==> src/rtl/dpr_defs.vh <==
`ifndef DPR_DEFS_VH
`define DPR_DEFS_VH

// geometry
`define DPR_AW          5
`define DPR_DW          4
`define DPR_WORDS       32

// register offsets (byte addresses)
`define DPR_OFF_CTRL    12'h000
`define DPR_OFF_CLEAR   12'h004
`define DPR_OFF_STATUS  12'h008
`define DPR_OFF_WCOUNT  12'h00C
`define DPR_OFF_LAST    12'h010
`define DPR_OFF_WIN     12'h080
`define DPR_WIN_MASK    12'hF80

// control fields
`define DPR_CTRL_SYNC   0
`define DPR_CTRL_SINGLE 1
`define DPR_CTRL_RIGHT  2
`define DPR_CTRL_CFG    3
`define DPR_CTRL_RST    4'h0

// status fields
`define DPR_ST_CLKLVL   0
`define DPR_ST_SINGLE   1
`define DPR_ST_CLRDONE  2
`define DPR_ST_FEWEN    3
`define DPR_ST_FEADDR   8
`define DPR_ST_FEDATA   16

// reset values
`define DPR_WCOUNT_RST  16'h0000
`define DPR_LAST_RST    9'h000

`endif

==> src/rtl/dpr_sync3.v <==
`timescale 1ns/1ps
// three-stage pin synchroniser, change taken when stages two and three agree
module dpr_sync3 (
  input  wire clk_i,
  input  wire rst_i,
  input  wire pin_i,
  output reg  level_o,
  output wire rise_o
);

  reg s1;
  reg s2;
  reg s3;

  always @(posedge clk_i) begin
    if (rst_i) begin
      s1 <= 1'b0;
      s2 <= 1'b0;
      s3 <= 1'b0;
    end else begin
      s1 <= pin_i;
      s2 <= s1;
      s3 <= s2;
    end
  end

  always @(posedge clk_i) begin
    if (rst_i) begin
      level_o <= 1'b0;
    end else if (s2 == s3) begin
      level_o <= s3;
    end
  end

  assign rise_o = (s2 == s3) & s3 & ~level_o;

endmodule

==> src/rtl/dpr_store.v <==
`timescale 1ns/1ps
`include "dpr_defs.vh"
// 32 x 4 storage nibbles with asynchronous read and whole-array clear
module dpr_store (
  input  wire                  clk_i,
  input  wire                  clr_i,
  input  wire                  we_i,
  input  wire [`DPR_AW-1:0]    waddr_i,
  input  wire [`DPR_DW-1:0]    wdata_i,
  input  wire [`DPR_AW-1:0]    raddr_i,
  output wire [`DPR_DW-1:0]    rdata_o,
  input  wire [`DPR_AW-1:0]    peek_addr_i,
  output wire [`DPR_DW-1:0]    peek_data_o
);

  reg [`DPR_DW-1:0] mem [0:`DPR_WORDS-1];
  integer i;

  // clear wins over a write in the same cycle
  always @(posedge clk_i) begin
    if (clr_i) begin
      for (i = 0; i < `DPR_WORDS; i = i + 1) begin
        mem[i] <= {`DPR_DW{1'b0}};
      end
    end else if (we_i) begin
      mem[waddr_i] <= wdata_i;
    end
  end

  assign rdata_o     = mem[raddr_i];
  assign peek_data_o = mem[peek_addr_i];

endmodule

==> src/rtl/dpr_ram_block.v <==
`timescale 1ns/1ps
`include "dpr_defs.vh"
module dpr_ram_block (
  input  wire                 clk_i,
  input  wire                 rst_i,
  // apb slave
  input  wire                 psel_i,
  input  wire                 penable_i,
  input  wire                 pwrite_i,
  input  wire [11:0]          paddr_i,
  input  wire [31:0]          pwdata_i,
  output reg  [31:0]          prdata_o,
  output wire                 pready_o,
  output wire                 pslverr_o,
  // user fabric side
  input  wire                 sector_clk_i,
  input  wire [`DPR_AW-1:0]   waddr_i,
  input  wire [`DPR_AW-1:0]   raddr_i,
  input  wire                 wen_n_i,
  input  wire [`DPR_DW-1:0]   din_i,
  input  wire                 output_enable_n_i,
  output wire [`DPR_DW-1:0]   dout_o,
  output wire                 dout_oe_o,
  output wire [`DPR_DW-1:0]   dport_o,
  output wire                 dport_oe_o
);

  function hit;
    input [11:0] addr;
    input [11:0] off;
    begin
      hit = (addr[11:2] == off[11:2]);
    end
  endfunction

  // control register
  localparam [3:0]    CTRL_RST = `DPR_CTRL_RST;
  reg                 sync_mode;
  reg                 single_cfg;
  reg                 right_most;
  reg                 cfg_active;

  // front-end latches
  reg [`DPR_AW-1:0]   fe_addr;
  reg                 fe_wen_n;
  reg [`DPR_DW-1:0]   fe_data;

  // observation state
  reg [15:0]          wcount;
  reg [8:0]           last_wr;
  reg                 clr_done;

  wire                clk_lvl;
  wire                clk_rise;
  wire                load;
  wire                single_eff;
  wire [`DPR_AW-1:0]  eff_addr;
  wire                eff_wen_n;
  wire [`DPR_DW-1:0]  eff_data;
  wire                store_we;
  wire [`DPR_AW-1:0]  rd_addr;
  wire [`DPR_DW-1:0]  rd_data;
  wire [`DPR_DW-1:0]  rd_view;
  wire                flow;
  wire [`DPR_DW-1:0]  peek_data;

  wire                acc;
  wire                wr_acc;
  wire                rd_acc;
  wire                sel_ctrl;
  wire                sel_clear;
  wire                sel_status;
  wire                sel_wcount;
  wire                sel_last;
  wire                sel_win;
  wire                mapped;
  wire                clr_req;
  reg  [31:0]         next_rdata;

  dpr_sync3 u_clk_sync (
    .clk_i   (clk_i),
    .rst_i   (rst_i),
    .pin_i   (sector_clk_i),
    .level_o (clk_lvl),
    .rise_o  (clk_rise)
  );

  assign load = sync_mode ? clk_rise : 1'b1;

  assign single_eff = single_cfg | right_most;

  assign eff_addr  = load ? waddr_i : fe_addr;
  assign eff_wen_n = load ? wen_n_i : fe_wen_n;
  assign eff_data  = load ? din_i   : fe_data;

  // capture on the selected clock edge
  always @(posedge clk_i) begin
    if (rst_i) begin
      fe_addr  <= {`DPR_AW{1'b0}};
      fe_wen_n <= 1'b1;
      fe_data  <= {`DPR_DW{1'b0}};
    end else if (load) begin
      fe_addr  <= waddr_i;
      fe_wen_n <= wen_n_i;
      fe_data  <= din_i;
    end
  end

  // addressed nibble written while load 1 and enable low
  // write lands only on the load edge in sync mode
  assign store_we = load & ~eff_wen_n & ~clr_req;

  // single port reads through the write address
  assign rd_addr = single_eff ? waddr_i : raddr_i;

  // storage with separate write and read addresses
  dpr_store u_store (
    .clk_i       (clk_i),
    .clr_i       (clr_req),
    .we_i        (store_we),
    .waddr_i     (eff_addr),
    .wdata_i     (eff_data),
    .raddr_i     (rd_addr),
    .rdata_o     (rd_data),
    .peek_addr_i (paddr_i[6:2]),
    .peek_data_o (peek_data)
  );

  // flow-through of new data on matching addresses
  assign flow    = store_we & (eff_addr == rd_addr);
  assign rd_view = flow ? eff_data : rd_data;

  // separate read data bus in dual-port mode
  // driven only while output enable is low
  assign dout_o    = rd_view;
  assign dout_oe_o = ~output_enable_n_i & ~single_eff;

  // bidirectional data port in single-port mode
  assign dport_o    = rd_view;
  assign dport_oe_o = ~output_enable_n_i & single_eff & wen_n_i;

  // apb decode
  assign acc        = psel_i & penable_i;
  assign wr_acc     = acc & pwrite_i;
  assign rd_acc     = acc & ~pwrite_i;
  assign sel_ctrl   = hit(paddr_i, `DPR_OFF_CTRL);
  assign sel_clear  = hit(paddr_i, `DPR_OFF_CLEAR);
  assign sel_status = hit(paddr_i, `DPR_OFF_STATUS);
  assign sel_wcount = hit(paddr_i, `DPR_OFF_WCOUNT);
  assign sel_last   = hit(paddr_i, `DPR_OFF_LAST);
  assign sel_win    = (paddr_i & `DPR_WIN_MASK) == `DPR_OFF_WIN;
  assign mapped     = sel_ctrl | sel_clear | sel_status | sel_wcount |
                      sel_last | sel_win;

  assign pready_o  = 1'b1;
  assign pslverr_o = acc & (~mapped | (pwrite_i & sel_win));

  // clear byte honoured only during configuration
  assign clr_req = wr_acc & sel_clear & cfg_active;

  always @(posedge clk_i) begin
    if (rst_i) begin
      sync_mode  <= CTRL_RST[`DPR_CTRL_SYNC];
      single_cfg <= CTRL_RST[`DPR_CTRL_SINGLE];
      right_most <= CTRL_RST[`DPR_CTRL_RIGHT];
      cfg_active <= CTRL_RST[`DPR_CTRL_CFG];
    end else if (wr_acc & sel_ctrl) begin
      sync_mode  <= pwdata_i[`DPR_CTRL_SYNC];
      single_cfg <= pwdata_i[`DPR_CTRL_SINGLE];
      right_most <= pwdata_i[`DPR_CTRL_RIGHT];
      cfg_active <= pwdata_i[`DPR_CTRL_CFG];
    end
  end

  // write counter, a software write clears it; with a fabric write in the same cycle it restarts at one
  always @(posedge clk_i) begin
    if (rst_i) begin
      wcount <= `DPR_WCOUNT_RST;
    end else if (store_we) begin
      if (wr_acc & sel_wcount) begin
        wcount <= 16'h0001;
      end else begin
        wcount <= wcount + 16'h0001;
      end
    end else if (wr_acc & sel_wcount) begin
      wcount <= `DPR_WCOUNT_RST;
    end
  end

  always @(posedge clk_i) begin
    if (rst_i) begin
      last_wr <= `DPR_LAST_RST;
    end else if (store_we) begin
      last_wr <= {eff_addr, eff_data};
    end
  end

  // sticky clear-done, cleared by a control write; a new clear wins
  always @(posedge clk_i) begin
    if (rst_i) begin
      clr_done <= 1'b0;
    end else if (clr_req) begin
      clr_done <= 1'b1;
    end else if (wr_acc & sel_ctrl) begin
      clr_done <= 1'b0;
    end
  end

  always @* begin
    next_rdata = 32'h00000000;
    if (sel_ctrl) begin
      next_rdata[`DPR_CTRL_SYNC]   = sync_mode;
      next_rdata[`DPR_CTRL_SINGLE] = single_cfg;
      next_rdata[`DPR_CTRL_RIGHT]  = right_most;
      next_rdata[`DPR_CTRL_CFG]    = cfg_active;
    end else if (sel_status) begin
      next_rdata[`DPR_ST_CLKLVL]  = clk_lvl;
      next_rdata[`DPR_ST_SINGLE]  = single_eff;
      next_rdata[`DPR_ST_CLRDONE] = clr_done;
      next_rdata[`DPR_ST_FEWEN]   = fe_wen_n;
      next_rdata[`DPR_ST_FEADDR +: `DPR_AW] = fe_addr;
      next_rdata[`DPR_ST_FEDATA +: `DPR_DW] = fe_data;
    end else if (sel_wcount) begin
      next_rdata[15:0] = wcount;
    end else if (sel_last) begin
      next_rdata[8:0] = last_wr;
    end else if (sel_win) begin
      next_rdata[`DPR_DW-1:0] = peek_data;
    end
  end

  // read data registered during setup, stable through access
  always @(posedge clk_i) begin
    if (rst_i) begin
      prdata_o <= 32'h00000000;
    end else if (psel_i & ~penable_i & ~pwrite_i) begin
      prdata_o <= next_rdata;
    end else if (rd_acc) begin
      prdata_o <= prdata_o;
    end
  end

endmodule

==> config.mk <==
export PLATFORM = sky130hd
export DESIGN_NAME = dpr_ram_block
export DESIGN_NICKNAME = d
export VERILOG_FILES = /design/src/rtl/dpr_sync3.v /design/src/rtl/dpr_store.v /design/src/rtl/dpr_ram_block.v
export VERILOG_INCLUDE_DIRS = /design/src /design/src/rtl
export SDC_FILE = /design/constraint.sdc
export NUM_CORES = 1
export LEC_CHECK = 0
export BUFFER_PORTS_ARGS = -buffer_cell sky130_fd_sc_hd__buf_2
export CAP_MARGIN = 20
export CORE_UTILIZATION = 40
export CTS_BUF_LIST = sky130_fd_sc_hd__clkbuf_16
export DETAILED_ROUTE_END_ITERATION = 16
export PLACE_DENSITY_LB_ADDON = 0.12
export SETUP_SLACK_MARGIN = 0.05
export SLEW_MARGIN = 10
export SYNTH_ARGS = -nofsm -noshare
export SYNTH_HDL_FRONTEND = slang
export SYNTH_SLANG_ARGS = --single-unit
==> constraint.sdc <==
create_clock -name clk_i -period 2.9 [get_ports clk_i]
set_input_delay 0 -clock clk_i [delete_from_list [all_inputs] [get_ports clk_i]]
set_output_delay 0 -clock clk_i [all_outputs]
set_load 0.02 [all_outputs]
==> flow_summary.yaml, run 1 <==
clock_tree:
  clk_latency_ns: 0.45
  cts_sinks: 192
  h-tree-depth: 4
  cts_buffer_depth: 2
  cts_tree: "yes"
  clk_transition_reported_paths_ns: 0.07
  cts_root_buf: "clkbuf_16"
  cts_made_buffers: 17
layout:
  antenna_cells: 0
  fin_nets: 1215
  layout.cells.non_filler: 1490
  n_fill_cell: 2342
  drive_gt1_share_pct: 27.2
  fin_util_pct: 50.3
  syn2layout_area_growth_pct: 22.4
floorplanning:
  die_h_um: 163
  io_pins: 110
  start_util_pct: 41.1
  num_rows: 58
  coreArea_sq_um: 25300
  die_w_um: 163
  die_area_sq_um: 26700
global_route:
  grt_max_degree: 50
  antenna_found_initial: 0
  grt_usage_pct: 25.4
  grt_overflow: 0
  grt_pass1_vias: 8189
  grt_pass1_wl_um: 49600
power_and_ir_drop:
  p_clk_share_pct: 39.9
  p_leak_nw: 5.16
  p_switching_w: 0.00162
  internal_power_w: 0.00441
  totalPowerFinal_w: 0.00603
  pwr-share-seq_pct: 48.6
  switching_share_pct: 26.8
  vdd_drop_max_uv: 289
  p_per_area_nw_per_um2: 473
  combinationalPowerShare_pct: 11.5
worst_setup_path:
  end_kind: "output port"
  cp-start-kind: "register"
  setup.worst_path.class: "register to output port"
  arrival_ns: 2.95
  critical_path.max_fanout: 12
  cp.required_ns: 2.90
timing:
  layout_setup_ws_ns: -0.0487
  min_period_ns: 2.95
  timing.fmax_ghz: 0.339
  fin_crit_sh_pct: 102
  hold_ws_ns: 0.0241
  rsz0062_at_grt: "yes"
  fin_skew_ns: 0.0147
  slew_viol_final: 0
  setup_viol: 2
  finalSetupTns_ns: -0.0971
  slew_headroom_pct: 52.8
  worstMarginPinSlew_ns: 0.706
  hold_viol_final: 0
outcome:
  status: "finished, violations left"
  violations: "negative setup slack"
logic_synthesis:
  synth_top_cell_area_share_pct: 36.9
  syn_inst: 1036
  ys_seq_area_share_pct: 49.2
  synth_most_common_cell: "nor2_1"
  ys_async_sr_fraction_pct: 0
  syn_area_sq_um: 10400
  synth_common_cells: "nor2_1 (196), edfxtp_1 (128), nand2_1 (92), dfxtp_1 (64), a211oi_1 (45)"
  ys.flop_type: "edfxtp_1"
  ys_ff_latch: 192
  syn_area_per_cell_sq_um: 10.0
  synth_top_cell_by_area: "edfxtp_1"
  synth_edf_count: 128
  synthTopCellsByArea: "edfxtp_1 (37%), dfxtp_1 (12%), nor2_1 (7.1%), mux4_2 (6.1%), mux2i_1 (3.8%)"
  ys_types: 70
  yosys_warnings: 0
route:
  via_per_inst: 5.92
  vias: 8818
  firstDrtPassIters: 5
  ant_nets: 0
  drt_iter0_markers: 944
  drc: 0
  wl_um: 33400
  wl_per_cell_um: 22.4
place:
  gp_congestion: 0.835
  hpwl_um: 22800
  placed_cells: 1435
  port_buffers: 66
run:
  max-cap-violations: 0
min_path:
  hp-class: "input port to register"
-- through the flow --
stage / worst slack (ns) / area, sq um
CTS: 0.0500 / 12500
detailed placement: 0.230 / 11500
global route: -0.124 / 12700
floorplan: 0.534 / 10400
global placement: 0.224 / 11500
finish: -0.0487 / 12700
-- cells in the final DEF (no fill, tap or decap), drive strengths merged, types with 4 or more instances in the layout --
master and n:
xnor2 12, nor3 32, a211oi 45, nand3 32, nand2b 7, and3 39, mux4 28, mux2i 39
a21oi 33, dlygate4sd3 6, dfxtp 64, nor2b 8, a31oi 11, nand4 8, nand2 94, a22oi 6
and2 8, nor2 197, mux2 9, o21ai 30, o21a 14, clkbuf 18, a221oi 9, nor4 16
clkinv 5, a2111oi 9, nor3b 6, buf 162, conb 13, or3 4, inv 16, a31o 11
edfxtp 128
-- power by group through the flow --
stage	Combinational (W)	Clock, W	Sequential, W
global route	0.000733	0.00254	0.00294
detailed placement	0.000589	0	0.00300
finish	0.000692	0.00240	0.00293
global placement	0.000589	0	0.00300
floorplan	0.000371	0	0.00300
CTS	0.000648	0.00244	0.00293
-- registers in the layout (all words and copies together) (netlist names), 4 cells and up --
| register | cells |
|---|---|
| fe_addr | 5 |
| fe_data | 4 |
| last_wr | 9 |
| prdata_o | 20 |
| u_store.mem | 128 |
| wcount | 16 |
-- logic make-up after synthesis --
family,after synthesis,share of synthesized area (%)
buf+inv,96,4.65
mux,76,10.8
flops,192,49.2
fa+ha+maj,2,0.240
simple gates,469,21.6
compound gates,185,12.3
other cells,2,0.0722
xor+xnor,14,1.18
-- worst paths after layout --
check / startpoint / endpoint / slack (ns) / depth (start not counted)
worst min register to register: u_clk_sync.s1$_SDFF_PP0_ / u_clk_sync.s2$_SDFF_PP0_ / 0.45 / 1
worst max-delay path: single_cfg$_SDFFE_PP0P_ / dport_o[0] / -0.05 / 11
worst min-delay path: wen_n_i / fe_wen_n$_SDFF_PP1_ / 0.02 / 4
worst max register to register: u_clk_sync.s2$_SDFF_PP0_ / u_store.mem[30][2]$_SDFFCE_PN0P_ / 0.31 / 8
-- timing repair --
action                                  in CTS  in global routing
endpoints found under the setup margin       8                 12
gates resized for setup                     64                 28
cloned                                       2                  2
buffers inserted                             8                  5
hold buffers                                 6                  0
hold endpoints to repair                     6                  0
pin swaps                                    9                  6
-- layout make-up --
type	instances	area (sq um)	area share [%]
multi-input cells	759	5270	41.4
clock buffers	17	425	3.34
inverters	7	26.3	0.206
clock inverters	15	168	1.32
repair buffers	170	1300	10.2
well taps	330	413	3.24
flip-flops and latches	192	5130	40.3
-- worst max-delay path, stage by stage, from the launching register on --
cell and delay (ns):
dfxtp_4 0.36, buf_6 0.13, or3b_4 0.46, buf_12 0.17, and3_1 0.16, a211oi_2 0.19
nor4_2 0.08, buf_4 0.15, a2111oi_4 0.33, mux2i_1 0.15, buf_4 0.17, buf_2 0.15
-- per-layer routing --
layer / part of all wire (%) / wire length, um / global-route usage, %
met5: 0 / 0 / 0
met4: 2.9 / 985 / 9.86
met3: 6.8 / 2260 / 3.05
met2: 46 / 15200 / 39.3
met1: 45 / 14900 / 36.2
(Power assumes the default switching activity.)
==> run 2: changes to the inputs <==
CORE_UTILIZATION = 60   (was 40)
CTS_CLUSTER_DIAMETER = 150   (was not set)
==> run 2 against run 1 <==
  * The flow now finishes without violations
  * Sequential power is essentially flat
  * Register-to-register slack lost 0.09 ns
  * Clock power is essentially flat
  * Via count grew 2.4%
  * Final area is essentially flat
  * Worst setup slack gained 0.086 ns
  * Flip-flop and latch count is the same
  * Die area shrank 33%
  * Largest cell class unchanged
  * Largest power group unchanged
==> flow_summary.yaml, run 2 (synthesis gave the netlist of run 1 again) <==
worst_setup_path:
  cp-start-kind: "register"
  cp.required_ns: 2.90
  critical_path.max_fanout: 15
  r2r_start: "u_clk_sync.s2$_SDFF_PP0_"
  end_kind: "output port"
  slowest_stage: "or3b_4"
  setup.worst_path.class: "register to output port"
  reg2reg_depth: 8
  slowest_delay_ns: 0.50
  path_cells: "or3b_4 > nand2_8 > buf_4 > mux2i_1 > a2111oi_4 > a2111oi_4 > mux2i_4 > buf_4"
  arrival_ns: 2.86
  rrSetupSlack_ns: 0.22
  r2r_end: "u_store.mem[22][3]$_SDFFCE_PN0P_"
layout:
  drive_gt1_share_pct: 27.7
  regMostFlops: "u_store.mem"
  final_common_cell: "nor2_1"
  syn2layout_area_growth_pct: 22.3
  final_cell_mix: "nor2_1 (196), edfxtp_1 (128), nand2_1 (92), buf_4 (68), dfxtp_1 (62)"
  final_cell_area_sq_um: 12700
  largestRegisters: "u_store.mem: 128 flops, prdata_o: 20 flops, wcount: 16 flops"
  antenna_cells: 0
  fin_nets: 1201
  largest_reg_flops: 128
timing:
  slew_headroom_pct: 53.4
  hold_viol_final: 0
  min_period_ns: 2.86
  hold_ws_ns: 0.00731
  fin_crit_sh_pct: 98.7
  fin_skew_ns: 0.0111
  slew_viol_final: 0
  timing.fmax_ghz: 0.349
  rsz0062_at_grt: "yes"
  worstMarginPinSlew_ns: 0.684
  setup_viol: 0
floorplanning:
  start_util_pct: 62.1
  coreArea_sq_um: 16800
  die_area_sq_um: 17900
  die_w_um: 134
  num_rows: 47
  io_pins: 110
  die_h_um: 134
place:
  hpwl_um: 21100
  gp_congestion: 0.953
  port_buffers: 66
  place_area_sq_um: 11200
clock_tree:
  cts_made_buffers: 17
  clk_latency_ns: 0.45
  cts_root_buf: "clkbuf_16"
  clk_transition_reported_paths_ns: 0.07
  cts_buffer_depth: 2
  cts_tree: "yes"
  cts_sinks: 192
  h-tree-depth: 4
route:
  ant_nets: 0
  firstDrtPassIters: 6
  wl_um: 31800
  drc: 0
  wl_per_cell_um: 23.3
  vias: 9028
  drt_iter0_markers: 1311
  via_per_inst: 6.61
min_path:
  holdCritStartpoint: "din_i[0]"
  hold_depth: 3
  holdPathEnd: "fe_data[0]$_SDFF_PP0_"
  hp-class: "input port to register"
global_route:
  grt_overflow: 0
  grt_max_degree: 50
  antenna_found_initial: 0
  grt_usage_pct: 35.0
  grt_pass1_wl_um: 46200
  grt_pass1_vias: 8219
power_and_ir_drop:
  internal_power_w: 0.00450
  p_clk_share_pct: 40.0
  combinationalPowerShare_pct: 11.8
  p_per_area_nw_per_um2: 478
  switching_share_pct: 26.1
  p_switching_w: 0.00159
  vdd_drop_max_uv: 667
  pwr-share-seq_pct: 48.2
  p_leak_nw: 5.13
run:
  max-cap-violations: 0
outcome:
  status: "finished, final reports clean"
[run 2: changes by cell type in the layout (fill, tap and decap cells not counted), moves of 3 or more]
cell / change
buf_4: -18
a211oi_1: -8
a211oi_2: +7
buf_12: +3
mux2i_4: +3
nor4_1: -3
[run 2: layout make-up]
class                           count  area [sq um]
Multi-Input combinational cell    759          5450
Sequential cell                   192          5130
Fill cell                        1120          4030
Timing Repair Buffer              156          1250
Clock buffer                       17           425
Tap cell                          220           275
Clock inverter                     15           176
Inverter                            7          26.3
[run 2: worst max path at each step]
stage	slack [ns]	end	from
3_3_place_gp	-0.04	dout_o[3]	right_most$_SDFFE_PP0P_
5_1_grt	-0.04	dout_o[0]	right_most$_SDFFE_PP0P_
2_1_floorplan	0.53	dport_o[0]	single_cfg$_SDFFE_PP0P_
3_5_place_dp	-0.06	dport_o[3]	right_most$_SDFFE_PP0P_
6_report	0.04	dout_o[0]	right_most$_SDFFE_PP0P_
4_1_cts	0.05	dport_o[0]	right_most$_SDFFE_PP0P_
[run 2: critical path, delay by kind of cell, from the launching register on]
family                 cells  cell delay (ns)
AO/OA/AOI/OAI              2             0.54
AND/OR/NAND/NOR            2             0.69
multiplexers               2             0.37
buffers and inverters      2             0.43
flip-flops                 1             0.37
[run 2: metal layers]
layer	global-route usage (%)	wire length [um]
met1	48.0	12300
met2	54.0	14600
met3	8.26	3910
met4	13.4	1060
met5	0	0
[run 2: what timing repair did]
item	in CTS	in global routing
hold buffers	8	0
endpoints found under the setup margin	8	20
pin swaps	3	12
buffers inserted	4	12
resized for setup	44	71
endpoints found under the hold margin	9	0
gates cloned	2	1
[run 2: power groups by stage]
stage | Clock [W] | Combinational [W] | Sequential (W)
2_1_floorplan | 0 | 0.000371 | 0.00300
3_3_place_gp | 0 | 0.000567 | 0.00300
3_5_place_dp | 0 | 0.000574 | 0.00300
4_1_cts | 0.00243 | 0.000623 | 0.00293
5_1_grt | 0.00252 | 0.000753 | 0.00294
6_report | 0.00243 | 0.000720 | 0.00293
[run 2: metrics by stage]
stage	power (W)	utilization [%]	instances	setup WS, ns	setup TNS (ns)
6_report	0.00608	75.9	1366	0.0371	0
5_1_grt	0.00621	75.9	1366	-0.0373	-0.0483
4_1_cts	0.00598	72.7	1353	0.0520	0
3_5_place_dp	0.00357	67.0	1307	-0.0637	-0.127
3_3_place_gp	0.00356	67.0	1307	-0.0400	-0.0787
2_1_floorplan	0.00337	-	1047	0.534	0
==> run 3: changes to the inputs <==
BUFFER_PORTS_ARGS = not set   (was -buffer_cell sky130_fd_sc_hd__buf_2)
CORE_UTILIZATION = 61   (was 60)
DONT_BUFFER_PORTS = 1   (was not set)
GPL_TIMING_DRIVEN = 0   (was not set)
==> run 3 against run 2 <==
  * The flow now finishes with violations (negative setup slack)
  * Register-to-register slack worse by 0.17 ns
  * Combinational power hardly changed
  * Global-route usage is 6.8 points higher
  * Die area is 1.6% lower
  * Clock power is 3% higher
  * Core utilization is 0.39 points lower
  * Sequential share of layout area is 0.49 points higher
  * Flip-flop and latch count stayed put
  * Total power is 1.3% higher
  * Largest cell class unchanged
==> flow_summary.yaml, run 3 (synthesis gave the netlist of run 1 again) <==
layout:
  final_common_cell: "nor2_1"
  largestRegisters: "u_store.mem: 128 flops, prdata_o: 20 flops, wcount: 16 flops"
  final_cell_area_sq_um: 12600
  fin_nets: 1175
  largest_reg_flops: 128
  syn2layout_area_growth_pct: 20.8
  final_cell_mix: "nor2_1 (193), edfxtp_1 (128), nand2_1 (90), dfxtp_1 (62), buf_4 (39)"
  n_fill_cell: 1138
  regMostFlops: "u_store.mem"
  drive_gt1_share_pct: 23.9
timing:
  layout_setup_ws_ns: -0.0505
  min_period_ns: 2.95
  hold_viol_final: 0
  fin_crit_sh_pct: 102
  timing.fmax_ghz: 0.339
  fin_skew_ns: 0.0148
  hold_ws_ns: 0.0210
  rsz0062_at_grt: "yes"
  slew_headroom_pct: 38.8
  setup_viol: 2
  worstMarginPinSlew_ns: 0.915
  slew_viol_final: 0
place:
  port_buffers: 0
  dp_slack_ns: -0.663
  gp_congestion: 0.999
  place_area_sq_um: 10800
  hpwl_um: 25300
route:
  wl_per_cell_um: 27.2
  via_per_inst: 6.99
  wl_um: 36500
  firstDrtPassIters: 6
  vias: 9383
  drt_iter0_markers: 1547
  ant_nets: 0
  drc: 0
power_and_ir_drop:
  vdd_drop_max_uv: 483
  p_switching_w: 0.00167
  p_per_area_nw_per_um2: 490
  switching_share_pct: 27.1
  pwr-share-seq_pct: 47.7
  internal_power_w: 0.00450
  p_leak_nw: 4.88
  p_clk_share_pct: 40.6
  combinationalPowerShare_pct: 11.7
outcome:
  status: "finished, violations left"
  violations: "negative setup slack"
worst_setup_path:
  cp-start-kind: "register"
  arrival_ns: 2.95
  end_kind: "output port"
  crit_family: "compound AO/OA/AOI/OAI gates"
  slowest_delay_ns: 0.62
  rrSetupSlack_ns: 0.05
  cp.required_ns: 2.90
  r2r_end: "u_store.mem[7][2]$_SDFFCE_PN0P_"
  reg2reg_depth: 8
  critical_path.max_fanout: 8
  path_cells: "or4_1 > o31a_2 > a211oi_2 > nor4_4 > a2111oi_4 > mux2i_4 > buf_6"
  worst-path-buf-inv: 1
  r2r_start: "u_clk_sync.s3$_SDFF_PP0_"
  setup.worst_path.class: "register to output port"
  slowest_stage: "or4_1"
floorplanning:
  die_area_sq_um: 17600
  die_h_um: 133
  start_util_pct: 62.5
  coreArea_sq_um: 16600
  die_w_um: 133
  num_rows: 47
  io_pins: 110
run:
  max-cap-violations: 0
global_route:
  grt_overflow: 0
  grt_usage_pct: 41.8
  grt_pass1_vias: 8889
  grt_pass1_wl_um: 53900
  antenna_found_initial: 1
  grt_max_degree: 20
clock_tree:
  h-tree-depth: 4
  cts_sinks: 192
  clk_transition_reported_paths_ns: 0.07
  cts_tree: "yes"
  cts_root_buf: "clkbuf_16"
  cts_made_buffers: 17
  clk_latency_ns: 0.46
  cts_buffer_depth: 2
min_path:
  holdPathEnd: "last_wr[2]$_SDFFE_PP0P_"
  hold_depth: 2
  holdCritStartpoint: "din_i[2]"
  hp-class: "input port to register"
==> run 3: metal layers <==
metal | global-route usage, % | up-vias | wire length (um)
li1 | - | 3949 | -
met1 | 53.2 | 4461 | 13000
met2 | 63.4 | 793 | 16100
met3 | 13.0 | 180 | 5050
met4 | 23.6 | 0 | 2390
met5 | 0 | - | 0
==> run 3: worst max path at each step <==
stage,from,to,slack [ns],depth (start not counted)
floorplan,single_cfg$_SDFFE_PP0P_,dport_o[0],0.53,8
global placement,single_cfg$_SDFFE_PP0P_,dport_o[1],-0.64,8
detailed placement,single_cfg$_SDFFE_PP0P_,dport_o[1],-0.66,8
CTS,single_cfg$_SDFFE_PP0P_,dport_o[1],-0.03,9
global route,right_most$_SDFFE_PP0P_,dport_o[1],-0.07,7
finish,right_most$_SDFFE_PP0P_,dport_o[1],-0.05,7
==> run 3: final cells by class <==
class                   instances  area (sq um)  area share, %
well taps                     220           275           2.19
multi-input cells             759          5550           44.2
flip-flops and latches        192          5130           40.8
clock buffers                  17           425           3.38
diodes                          2          5.00         0.0398
clock inverters                15           193           1.53
repair buffers                 42           369           2.94
inverters                       7          26.3          0.209
plain buffers                  88           596           4.74
==> run 3: repair_timing <==
action,in CTS,in global routing
pin swaps,23,10
setup buffers,15,10
hold endpoints to repair,17,3
gates cloned,0,1
setup endpoints to repair,98,182
gates resized for setup,140,44
hold buffers,12,1
==> run 3: stage by stage <==
step / utilization, % / setup TNS (ns) / cells / total power, W
after floorplan: - / 0 / 1047 / 0.00337
after global placement: 64.4 / -35.04 / 1267 / 0.00352
after detailed placement: 64.6 / -13.82 / 1270 / 0.00353
after CTS: 74.0 / -0.0314 / 1329 / 0.00607
after global routing: 75.6 / -0.190 / 1342 / 0.00627
final: 75.6 / -0.0652 / 1342 / 0.00617
==> run 3: power by group through the flow <==
stage | sequential (W) | combinational [W] | clock (W)
5_1_grt | 0.00294 | 0.000741 | 0.00259
2_1_floorplan | 0.00300 | 0.000371 | 0
3_5_place_dp | 0.00300 | 0.000530 | 0
4_1_cts | 0.00294 | 0.000660 | 0.00248
6_report | 0.00294 | 0.000722 | 0.00251
3_3_place_gp | 0.00300 | 0.000520 | 0
